## src/common/sac_consts.svh

```systemverilog
// Constants of the converter channel select and approximation sequencer.
// Assumes inclusion by bare name from the package and the design modules.
`ifndef SAC_CONSTS_SVH
`define SAC_CONSTS_SVH

// ----------------------------------------------------------------------------
// Register indices; the byte address on the bus is four times the index.
// ----------------------------------------------------------------------------
`define SAC_IDX_TEST        20'hF0013
`define SAC_IDX_CHAN        20'hFFF31
`define SAC_IDX_MODE        20'hFFF30
`define SAC_IDX_RWORD       20'hFFF1E
`define SAC_IDX_RBYTE       20'hFFF1F

// ----------------------------------------------------------------------------
// Field positions.
// ----------------------------------------------------------------------------
`define SAC_RUN_BIT         7
`define SAC_FR_HI           4
`define SAC_FR_LO           3
`define SAC_LV_BIT          2
`define SAC_PWR_BIT         0
`define SAC_GND_BIT         1
`define SAC_CODE_HI         3

// ----------------------------------------------------------------------------
// Codes, widths and reset values.
// ----------------------------------------------------------------------------
`define SAC_CODE_LAST_PIN   4'hA
`define SAC_CODE_INT_REF    4'hD
`define SAC_APPROX_W        10
`define SAC_APPROX_MSB      4'h9
`define SAC_RES_PAD         6'h00
`define SAC_RST_REG8        8'h00
`define SAC_RST_WORD        16'h0000
`define SAC_RST_APPROX      10'h000
`define SAC_RST_DATA        32'h0000_0000

// ----------------------------------------------------------------------------
// Timing in conversion-clock cycles; divider last counts in peripheral clocks.
// ----------------------------------------------------------------------------
`define SAC_SAMP_LV0        4'h9
`define SAC_SAMP_LV1        4'h3
`define SAC_FINISH_CYC      4'h2
`define SAC_DIV_FR0         3'h7
`define SAC_DIV_FR1         3'h3
`define SAC_DIV_FR2         3'h1
`define SAC_DIV_FR3         3'h0

`endif

```

## src/common/sac_pkg.sv

```systemverilog
// Types of the converter channel select and approximation sequencer.
// Assumes the constants header is on the include path.
`default_nettype none
`include "sac_consts.svh"

package sac_pkg;

    // ------------------------------------------------------------------------
    // Sequencer states, one-hot.
    // ------------------------------------------------------------------------
    typedef enum logic [4:0] {
        SAC_IDLE   = 5'h01,
        SAC_SAMPLE = 5'h02,
        SAC_CONV   = 5'h04,
        SAC_FINISH = 5'h08,
        SAC_LOAD   = 5'h10
    } sac_fsm_t;

    // ------------------------------------------------------------------------
    // Whole state of the top module.
    // ------------------------------------------------------------------------
    typedef struct packed {
        logic                        run;
        logic                        pwr;
        logic                        lv;
        logic [1:0]                  fr;
        logic [`SAC_CODE_HI:0]       code;
        logic                        gnd;
        sac_fsm_t                    fsm;
        logic [3:0]                  cnt;
        logic [3:0]                  bit_idx;
        logic [`SAC_APPROX_W-1:0]    approx;
        logic [`SAC_APPROX_W-1:0]    result;
        logic                        irq;
        logic [31:0]                 prdata;
    } sac_state_t;

    // ------------------------------------------------------------------------
    // State of the conversion-clock divider.
    // ------------------------------------------------------------------------
    typedef struct packed {
        logic [2:0]                  cnt;
    } sac_tmr_t;

endpackage : sac_pkg
`default_nettype wire

```

## src/logic/sac_top.sv

```systemverilog
// Channel select, test select and successive-approximation sequencer of a
// 10-bit converter, with an APB register slave.
// Assumes a comparator and resistor tap selector outside, and that pclk is
// the peripheral clock at 20 MHz.
//
// The APB interface to the registers was decided locally.
`timescale 1ns/1ps
`default_nettype none
`include "sac_consts.svh"

module sac_top (
    input  wire logic                       pclk,
    input  wire logic                       presetn,
    input  wire logic                       psel,
    input  wire logic                       penable,
    input  wire logic                       pwrite,
    input  wire logic [31:0]                paddr,
    input  wire logic [31:0]                pwdata,
    output logic [31:0]                     prdata,
    output logic                            pready,
    output logic                            pslverr,
    input  wire logic                       cmp_at_or_above,
    output logic [`SAC_CODE_HI:0]           analog_channel_code,
    output logic                            analog_channel_valid,
    output logic                            int_ref_route,
    output logic                            ground_route,
    output logic                            sample_hold,
    output logic [`SAC_APPROX_W-1:0]        tap_code,
    output logic                            conversion_done_irq,
    output logic                            conversion_busy
);

    sac_pkg::sac_state_t r;
    sac_pkg::sac_state_t n;

    logic                        fad_tick;
    logic                        busy;
    logic                        rd_setup;
    logic                        wr_acc;
    logic                        mode_wr;
    logic                        result_read;
    logic                        hit_any;
    logic                        hit_ro;
    logic [3:0]                  samp_last;
    logic [`SAC_APPROX_W-1:0]    resolved;
    logic [31:0]                 rd_mux;

    // ------------------------------------------------------------------------
    // Helper functions.
    // ------------------------------------------------------------------------
    // True when the address is the byte address of a register index.
    function automatic logic sac_hit(input logic [31:0] a, input logic [19:0] idx);
        sac_hit = (a == {10'h000, idx, 2'b00});
    endfunction : sac_hit

    function automatic logic [`SAC_APPROX_W-1:0] sac_mask(input logic [3:0] b);
        sac_mask = `SAC_APPROX_W'(1) << b;
    endfunction : sac_mask

    // Pins zero to ten and the internal reference are the only legal codes.
    function automatic logic sac_code_legal(input logic [`SAC_CODE_HI:0] c);
        sac_code_legal = (c <= `SAC_CODE_LAST_PIN) || (c == `SAC_CODE_INT_REF);
    endfunction : sac_code_legal

    // ------------------------------------------------------------------------
    // Conversion clock.
    // ------------------------------------------------------------------------
    assign busy = (r.fsm != sac_pkg::SAC_IDLE);

    // The divider runs only while busy, so a conversion started from standby begins on a
    // fresh conversion-clock period; a restart from the load state keeps the divider count.
    // Conversion-clock pacing.
    sac_fad_timer i_sac_fad_timer (
        .pclk    (pclk),
        .presetn (presetn),
        .enable  (busy),
        .fr      (r.fr),
        .tick    (fad_tick)
    );

    // ------------------------------------------------------------------------
    // Bus decode.
    // ------------------------------------------------------------------------
    // Read data is captured in the setup cycle, so it already stands in the
    // register when the access cycle completes.
    assign rd_setup = psel && !penable && !pwrite;
    assign wr_acc   = psel && penable && pwrite;
    assign mode_wr  = wr_acc && sac_hit(paddr, `SAC_IDX_MODE);

    assign hit_ro = sac_hit(paddr, `SAC_IDX_RWORD) || sac_hit(paddr, `SAC_IDX_RBYTE);
    assign hit_any = hit_ro
                  || sac_hit(paddr, `SAC_IDX_MODE)
                  || sac_hit(paddr, `SAC_IDX_CHAN)
                  || sac_hit(paddr, `SAC_IDX_TEST);

    // A read of either result register holds off a pending result load.
    assign result_read = psel && !pwrite && hit_ro;

    // No wait states; unmapped addresses and writes to the result registers
    // answer with an error and change nothing.
    assign pready  = 1'b1;
    assign pslverr = psel && penable && (!hit_any || (pwrite && hit_ro));
    assign prdata  = r.prdata;

    // ------------------------------------------------------------------------
    // Read data.
    // ------------------------------------------------------------------------
    always_comb begin
        rd_mux = `SAC_RST_DATA;
        if (sac_hit(paddr, `SAC_IDX_MODE)) begin
            rd_mux[`SAC_RUN_BIT]            = r.run;
            rd_mux[`SAC_FR_HI:`SAC_FR_LO]   = r.fr;
            rd_mux[`SAC_LV_BIT]             = r.lv;
            rd_mux[`SAC_PWR_BIT]            = r.pwr;
        end else if (sac_hit(paddr, `SAC_IDX_CHAN)) begin
            rd_mux[`SAC_CODE_HI:0]          = r.code;
        end else if (sac_hit(paddr, `SAC_IDX_TEST)) begin
            rd_mux[`SAC_GND_BIT]            = r.gnd;
        end else if (sac_hit(paddr, `SAC_IDX_RWORD)) begin
            rd_mux[15:0]                    = {r.result, `SAC_RES_PAD};
        end else if (sac_hit(paddr, `SAC_IDX_RBYTE)) begin
            rd_mux[7:0]                     = r.result[`SAC_APPROX_W-1:2];
        end
    end

    // ------------------------------------------------------------------------
    // Sampling length and the compare outcome of the bit under trial.
    // ------------------------------------------------------------------------
    assign samp_last = (r.lv ? `SAC_SAMP_LV1 : `SAC_SAMP_LV0) - 4'h1;

    // Keep trial bit only when input is not below the tap.
    assign resolved = cmp_at_or_above ? r.approx : (r.approx & ~sac_mask(r.bit_idx));

    // ------------------------------------------------------------------------
    // Next state.
    // ------------------------------------------------------------------------
    // Register writes come first, so the sequencer below sees the run bit of
    // a write in the same cycle: a start or an abort takes one edge.
    always_comb begin
        n     = r;
        n.irq = 1'b0;

        if (rd_setup) begin
            n.prdata = rd_mux;
        end

        if (wr_acc && sac_hit(paddr, `SAC_IDX_CHAN)) begin
            n.code = pwdata[`SAC_CODE_HI:0];
        end
        if (wr_acc && sac_hit(paddr, `SAC_IDX_TEST)) begin
            n.gnd = pwdata[`SAC_GND_BIT];
        end
        if (mode_wr) begin
            n.pwr = pwdata[`SAC_PWR_BIT];
            n.lv  = pwdata[`SAC_LV_BIT];
            n.fr  = pwdata[`SAC_FR_HI:`SAC_FR_LO];
            // Run needs power in the same write.
            n.run = pwdata[`SAC_RUN_BIT] && pwdata[`SAC_PWR_BIT];
        end

        case (r.fsm)
            sac_pkg::SAC_IDLE: begin
                if (n.run) begin
                    n.fsm = sac_pkg::SAC_SAMPLE;
                    n.cnt = 4'h0;
                end
            end
            sac_pkg::SAC_SAMPLE: begin
                if (!n.run) begin
                    n.fsm = sac_pkg::SAC_IDLE;
                end else if (fad_tick) begin
                    if (r.cnt == samp_last) begin
                        n.fsm     = sac_pkg::SAC_CONV;
                        n.bit_idx = `SAC_APPROX_MSB;
                        // First trial is the half-supply tap.
                        n.approx  = sac_mask(`SAC_APPROX_MSB);
                    end else begin
                        n.cnt = r.cnt + 4'h1;
                    end
                end
            end
            sac_pkg::SAC_CONV: begin
                if (!n.run) begin
                    n.fsm = sac_pkg::SAC_IDLE;
                end else if (fad_tick) begin
                    if (r.bit_idx == 4'h0) begin
                        n.approx = resolved;
                        n.fsm    = sac_pkg::SAC_FINISH;
                        n.cnt    = 4'h0;
                    end else begin
                        // Next trial bit on the resolved value picks the tap.
                        n.approx  = resolved | sac_mask(r.bit_idx - 4'h1);
                        n.bit_idx = r.bit_idx - 4'h1;
                    end
                end
            end
            sac_pkg::SAC_FINISH: begin
                // The closing cycles keep the hold up until the load.
                if (!n.run) begin
                    n.fsm = sac_pkg::SAC_IDLE;
                end else if (fad_tick) begin
                    if (r.cnt == `SAC_FINISH_CYC - 4'h1) begin
                        n.fsm = sac_pkg::SAC_LOAD;
                    end else begin
                        n.cnt = r.cnt + 4'h1;
                    end
                end
            end
            sac_pkg::SAC_LOAD: begin
                if (mode_wr) begin
                    // Mode write wins; nothing stored, no interrupt.
                    // A write that sets run again starts a fresh sample.
                    n.fsm = n.run ? sac_pkg::SAC_SAMPLE : sac_pkg::SAC_IDLE;
                    n.cnt = 4'h0;
                end else if (!result_read) begin
                    // Load waits while a result read is on the bus.
                    n.result = r.approx;
                    n.irq    = 1'b1;
                    n.run    = 1'b0;
                    n.fsm    = sac_pkg::SAC_IDLE;
                end
            end
            default: begin
                // A corrupt state code falls back to standby.
                n.fsm = sac_pkg::SAC_IDLE;
            end
        endcase
    end

    // ------------------------------------------------------------------------
    // State register.
    // ------------------------------------------------------------------------
    // The reset branch loads constants only; afterwards the copy loads each edge.
    always_ff @(posedge pclk or negedge presetn) begin
        if (!presetn) begin
            r.run     <= 1'b0;
            r.pwr     <= 1'b0;
            r.lv      <= 1'b0;
            r.fr      <= 2'h0;
            r.code    <= '0;
            r.gnd     <= 1'b0;
            r.fsm     <= sac_pkg::SAC_IDLE;
            r.cnt     <= 4'h0;
            r.bit_idx <= 4'h0;
            r.approx  <= `SAC_RST_APPROX;
            r.result  <= `SAC_RST_APPROX;
            r.irq     <= 1'b0;
            r.prdata  <= `SAC_RST_DATA;
        end else begin
            r <= n;
        end
    end

    // ------------------------------------------------------------------------
    // Analog side.
    // ------------------------------------------------------------------------
    // A prohibited code still converts, but routes no pin to the converter.
    // Code decode; prohibited codes select nothing.
    assign analog_channel_code  = r.code;
    assign analog_channel_valid = sac_code_legal(r.code) && !r.gnd;
    // Ground select overrides the channel code.
    assign int_ref_route        = (r.code == `SAC_CODE_INT_REF) && !r.gnd;
    assign ground_route         = r.gnd;
    // Hold from the first compare until standby or a restart from the load state.
    assign sample_hold          = busy && (r.fsm != sac_pkg::SAC_SAMPLE);
    assign tap_code             = r.approx;
    assign conversion_done_irq  = r.irq;
    assign conversion_busy      = busy;

endmodule : sac_top
`default_nettype wire

```

## src/logic/sac_fad_timer.sv

```systemverilog
// Conversion-clock divider: gives one tick per conversion-clock period.
// Assumes the enable stays high for the whole conversion and drops in standby.
`timescale 1ns/1ps
`default_nettype none
`include "sac_consts.svh"

module sac_fad_timer (
    input  wire logic        pclk,
    input  wire logic        presetn,
    input  wire logic        enable,
    input  wire logic [1:0]  fr,
    output logic             tick
);

    sac_pkg::sac_tmr_t r;
    sac_pkg::sac_tmr_t n;
    logic [2:0]        last;

    // ------------------------------------------------------------------------
    // Divide ratio: 8, 4, 2 or 1 peripheral clocks per conversion clock.
    // ------------------------------------------------------------------------
    always_comb begin
        case (fr)
            2'h0:    last = `SAC_DIV_FR0;
            2'h1:    last = `SAC_DIV_FR1;
            2'h2:    last = `SAC_DIV_FR2;
            default: last = `SAC_DIV_FR3;
        endcase
    end

    assign tick = enable && (r.cnt == last);

    always_comb begin
        n = r;
        if (!enable || tick) begin
            n.cnt = 3'h0;
        end else begin
            n.cnt = r.cnt + 3'h1;
        end
    end

    always_ff @(posedge pclk or negedge presetn) begin
        if (!presetn) begin
            r <= '0;
        end else begin
            r <= n;
        end
    end

endmodule : sac_fad_timer
`default_nettype wire

```

## config.mk

```make
export PLATFORM = sky130hd
export DESIGN_NAME = sac_top
export DESIGN_NICKNAME = d
export VERILOG_FILES = /design/src/common/sac_pkg.sv /design/src/logic/sac_top.sv /design/src/logic/sac_fad_timer.sv
export VERILOG_INCLUDE_DIRS = /design/src /design/src/common
export SDC_FILE = /design/constraint.sdc
export NUM_CORES = 1
export LEC_CHECK = 0
export ABC_CLOCK_PERIOD_IN_PS = 3870
export BUFFER_PORTS_ARGS = -buffer_cell sky130_fd_sc_hd__buf_4
export CORE_ASPECT_RATIO = 1.75
export CORE_UTILIZATION = 35
export DETAILED_ROUTE_END_ITERATION = 8
export GPL_ROUTABILITY_DRIVEN = 0
export PLACE_DENSITY_LB_ADDON = 0.05
export SLEW_MARGIN = 20
export SYNTH_ARGS = -nofsm -noshare
export SYNTH_HDL_FRONTEND = slang
export SYNTH_SLANG_ARGS = --single-unit
```

## constraint.sdc

```tcl
create_clock -name pclk -period 3.87 [get_ports pclk]
set_input_delay 0.774 -clock pclk [delete_from_list [all_inputs] [get_ports pclk]]
set_output_delay 0.774 -clock pclk [all_outputs]
set_load 0.03 [all_outputs]
```

==> metrics.yaml, run 1 <==
power.internal_mw: 1.22
startpoint_type: "input pin"
io_buffer_count: 80
cts-root-buf: "clkbuf_16"
crit_fanout: 3
critPathRequiredTime_ps: 3100
crit_start: "paddr[9]"
drtPass1Iterations: 4
grt_start_max_net_pins: 64
status: "complete, no violations"
synth_ff_type: "dfrtp_1"
fin_crit_sh_pct: 84.3
synth.avg_cell_area_um2: 9.73
cts.repair.resized: 0
syn2layout_area_growth_pct: 19.4
crit_end: "pslverr"
clk_latency_ps: 340
worst-r2r-setup-slack_ps: 1190
die_area_mm2: 0.0115
clkTransAtPathRegs_ps: 60
grt_overflow: 0
reg2regPathDepth: 5
rows: 50
drc: 0
grt_pass1_vias: 3081
pwr-share-seq_pct: 41.3
synthTopCellsByArea: "dfrtp_1 40%, buf_4 9.3%, mux2_2 6.7%"
power.density_mw_per_mm2: 351
cp.arrival_ps: 2490
finish.utilization_pct: 43.1
cp-end-kind: "primary output"
clk_path_buf_depth: 2
hold_buffers: 0
fin_ws_ps: 607
hold_ws_ps: 464
rsz0062_at_grt: "no"
dieHeight_um: 141
synth_area_mm2: 0.00386
criticalPathCategory: "input pin to primary output"
hold_viol: 0
drive_above_1_share_pct: 31.8
dp_hpwl_um: 7390
ys_seq_area_share_pct: 40.8
vias: 3062
reg2reg_to: "tap_code[2]"
io_pins: 124
fin_worst_skew_ps: 9.92
wl_per_cell_um: 16.4
cts_sinks: 63
p_switching_uw: 402
synth_top_area_share_pct: 40.2
synth_cell_types: 68
start_util_pct: 36.1
cts_setup_buffers: 0
synthCells: 397
fin_tns_setup_ps: 0
comb_power_share_pct: 7.6
grt_pass1_wl_um: 15500
antenna_found_initial: 0
layout.nets: 527
numCtsBuffers: 9
cts_max_level: 3
drtIter0Drc: 123
min_path_type: "register to register"
sw_frac_of_total_pct: 24.8
dieWidth_um: 81.4
r2r-start: "r[62]"
synthArstFlopShare_pct: 100
pwr-share-clk_pct: 51.1
min_period_ps: 3260
grt_usage_pct: 18.0
ys_warn_count: 0
setup_viol: 0
num_antenna_cells: 0
max_freq_mhz: 306
maxCapViolations: 0
drt-total-wl_um: 9580
synth_largest_area_cell: "dfrtp_1"
synth_most_common_cell: "dfrtp_1"
ir_drop_mv: 0.292
placed_cell_area_mm2: 0.00430
ys_seq_elements: 63
antenna_left: 0
maxSlewHeadroom_pct: 46.6
worst_slew_pin_slew_ps: 801
dp_slack_ps: 574
core_area_mm2: 0.0107
synth_edf_count: 0
drv_slew: 0
postLayoutCellArea_mm2: 0.00461
viasPerCell: 5.25
synth_common_cells: "62 x dfrtp_1, 48 x buf_4, 29 x nor2_1, 26 x nand2_1, 23 x mux2_2"
leakage_nw: 2.15
cts_tree: "yes"
==> worst max-delay path: stages <==
cell and delay (ps):
buf_4 110, or4b_2 720, nor3_1 400, a221o_1 220, a21oi_1 70, buf_4 190
==> metrics by stage <==
stage               total power, mW  cells
floorplan                     0.760    412
global placement              0.804    567
detailed placement            0.805    567
CTS                            1.64    583
global route                   1.68    583
finish                         1.62    583
==> kinds of logic after synthesis <==
kind of cell	after synthesis	synth area share, %
buffers and inverters	72	11.9
muxes	29	8.26
adders and majority gates	9	2.92
DFF	63	40.8
AOI/OAI and AO/OA	89	15.0
and+or+nand+nor	130	20.2
xor gates and xnor gates	3	0.680
other	2	0.194
==> state kept, by name, summed over array words and instances, names as in the netlist <==
register	cells
i_sac_fad_timer.r	3
tap_code	10
r	28
conversion_done_irq	1
prdata	16
analog_channel_code	4
ground_route	1
==> how the worst min path moves through the flow <==
| stage | startpoint | depth (start not counted) | end | slack [ps] |
|---|---|---|---|---|
| floorplan | prdata[4] | 2 | prdata[4] | 440 |
| global placement | prdata[5] | 2 | prdata[5] | 460 |
| detailed placement | prdata[5] | 2 | prdata[5] | 460 |
| CTS | prdata[5] | 2 | prdata[5] | 470 |
| global route | prdata[5] | 2 | prdata[5] | 510 |
| finish | prdata[5] | 2 | prdata[5] | 460 |
==> cell type report <==
cell class | instances | area (µm²)
clock buffers | 9 | 225
clock inverters | 7 | 80.1
fillers | 1090 | 6090
inverters | 13 | 48.8
multi-input cells | 277 | 1890
flip-flops and latches | 63 | 1580
well taps | 130 | 163
repair buffers | 84 | 631
==> power by group through the flow <==
stage | Clock, mW | Sequential [mW] | Combinational (mW)
4_1_cts | 0.849 | 0.669 | 0.125
3_5_place_dp | 0 | 0.681 | 0.124
6_report | 0.826 | 0.669 | 0.122
3_3_place_gp | 0 | 0.681 | 0.123
2_1_floorplan | 0 | 0.680 | 0.0797
5_1_grt | 0.874 | 0.669 | 0.135
==> metal layers <==
metal / up-vias / GRT usage (%) / wire, µm
met1: 1483 / 19.6 / 3630
met3: 12 / 2.78 / 369
met5: - / 0 / 0
li1: 1488 / - / -
met2: 79 / 32.6 / 5410
met4: 0 / 8.74 / 166
==> placed cells by master (no fill, tap or decap), drive strengths merged, types with 3 or more instances in the layout <==
master	Yosys	layout
a21oi	22	22
nor2	29	29
mux2i	6	6
and2	4	4
conb	2	17
buf	50	84
o21ai	27	27
or3b	4	4
nand2	26	26
ha	9	9
and3	4	4
mux2	23	23
a2bb2oi	3	3
nand2b	4	4
nand4	8	8
a22o	11	11
a211oi	3	3
and4	3	3
nor3b	4	4
dfrtp	62	62
nor4	5	5
clkbuf	9	9
nand3	10	10
nor3	8	8
nor2b	6	6
inv	13	15
Power figures use the tool's default switching activity.
==> run 2: changes to the inputs <==
- ABC_CLOCK_PERIOD_IN_PS: 3870 -> 2900
- clock period: 3.87 -> 2.9 ns (I/O delays scaled with it)
==> run 2 against run 1 <==
Compared with the run above: non-clock buffer count is 17 higher; combinational power is 37% higher; wire length is 1.4% higher; global-route usage is 0.36 points higher; clock power is 51% higher; via count is 1.3% higher; register-to-register slack worse by 820 ps; cell area is 3.6% higher; first-iteration DRC count is 9.8% higher; sequential power is 33% higher; die area stayed put; utilization is 1.6 points higher; largest power group unchanged.
==> metrics.yaml, run 2 (synthesis results as in run 1) <==
status: "complete, no violations"
hold_viol: 0
dp_slack_ps: 30.7
min_period_ps: 2760
drv_slew: 0
largest_reg_flops: 28
cts.repair.resized: 0
maxCapViolations: 0
fin_tns_setup_ps: 0
pwr-share-seq_pct: 38.6
crit_top_cell: "buf_4"
crit_end: "pslverr"
fin_crit_sh_pct: 95.1
hold_buffers: 0
hold_ws_ps: 352
cts-root-buf: "clkbuf_16"
crit_start: "paddr[9]"
drc: 0
rows: 50
min_path_type: "input pin to asynchronous set/reset pin"
drive_above_1_share_pct: 34.3
dp_hpwl_um: 7610
cts_sinks: 63
core_area_mm2: 0.0107
criticalPathCategory: "input pin to primary output"
clk_path_buf_depth: 2
layout_commonest_cell: "buf_4"
antenna_found_initial: 0
start_util_pct: 36.1
grt_usage_pct: 18.4
crit_fanout: 3
io_buffer_count: 80
p_switching_uw: 519
vias: 3101
fin_ws_ps: 141
drt-total-wl_um: 9720
grt_pass1_vias: 3206
layout.nets: 544
cts_setup_buffers: 0
cp.arrival_ps: 2180
setup_viol: 0
fin_worst_skew_ps: 5.16
critPathRequiredTime_ps: 2320
fillers: 1089
startpoint_type: "input pin"
critPathMaxStageDelay_ps: 720
clkTransAtPathRegs_ps: 50
cpMaxStageDelayCell: "or4b_2"
finish.utilization_pct: 44.7
antenna_left: 0
maxSlewHeadroom_pct: 44.9
cts_max_level: 3
power.internal_mw: 1.79
power.density_mw_per_mm2: 484
numCtsBuffers: 9
dieWidth_um: 81.4
worst_slew_pin_slew_ps: 826
die_area_mm2: 0.0115
leakage_nw: 2.26
sw_frac_of_total_pct: 22.5
reg2reg_to: "r[58]"
num_antenna_cells: 0
reg2regPathDepth: 8
rsz0062_at_grt: "no"
drtIter0Drc: 135
dieHeight_um: 141
dpl.cell_count: 584
cp-end-kind: "primary output"
worst-r2r-setup-slack_ps: 370
viasPerCell: 5.17
cts_tree: "yes"
pwr-share-clk_pct: 54.1
comb_power_share_pct: 7.2
clk_latency_ps: 330
crit_chain: "buf_4 -> or4b_2 -> nor3_1 -> buf_4 -> a221o_1 -> a21oi_1 -> buf_4"
wl_per_cell_um: 16.2
drtPass1Iterations: 4
regMostFlops: "r"
stdcell_count: 600
grt_pass1_wl_um: 15800
ir_drop_mv: 0.278
grt_start_max_net_pins: 64
io_pins: 124
max_freq_mhz: 362
final_cell_mix: "101 x buf_4, 62 x dfrtp_1, 29 x nor2_1"
syn2layout_area_growth_pct: 23.7
grt_overflow: 0
r2r-start: "r[53]"
[run 2: changes by cell type in the layout (fill, tap and decap cells not counted)]
cell and change:
bufinv_16 +2, clkinv_2 +1, clkinvlp_4 -1, buf_4 +17, clkinv_4 -1, inv_6 -1
[run 2: final cells by class]
class | instances | area, µm² | share of cell area [%]
multi-input cells | 277 | 1890 | 39.5
repair buffers | 101 | 758 | 15.9
clock buffers | 9 | 225 | 4.71
clock inverters | 7 | 120 | 2.51
flip-flops and latches | 63 | 1580 | 33.0
well taps | 130 | 163 | 3.40
inverters | 13 | 48.8 | 1.02
[run 2: routing by layer]
metal | track usage (%) | routed length [µm]
met1 | 20.0 | 3630
met2 | 33.6 | 5500
met3 | 4.08 | 438
met4 | 6.39 | 143
met5 | 0 | 0
[run 2: worst min path at each step]
stage | start | to | cells past startpoint
after floorplan | presetn | analog_channel_code[0] | 0
after global placement | prdata[5] | prdata[5] | 2
after detailed placement | prdata[5] | prdata[5] | 2
after CTS | presetn | prdata[0] | 1
after global routing | presetn | prdata[0] | 1
final | presetn | prdata[0] | 1
[run 2: through the flow]
step                      cell area [µm²]  power [mW]
final                                4780        2.31
after global placement               4430        1.08
after CTS                            4780        2.35
after detailed placement             4430        1.08
after global routing                 4780        2.41
after floorplan                      3920        1.01
[run 2: critical path: cells and delay by family]
kind                   cells  cell delay [ps]
AOI/OAI and AO/OA          2              200
and+or+nand+nor            2              940
buffers and inverters      3              450
[run 2: power by group through the flow]
stage               Sequential, mW  Combinational (mW)  Clock (mW)
floorplan                    0.908               0.106           0
global placement             0.909               0.167           0
detailed placement           0.909               0.169           0
CTS                          0.894               0.170        1.29
global route                 0.894               0.183        1.33
finish                       0.893               0.167        1.25
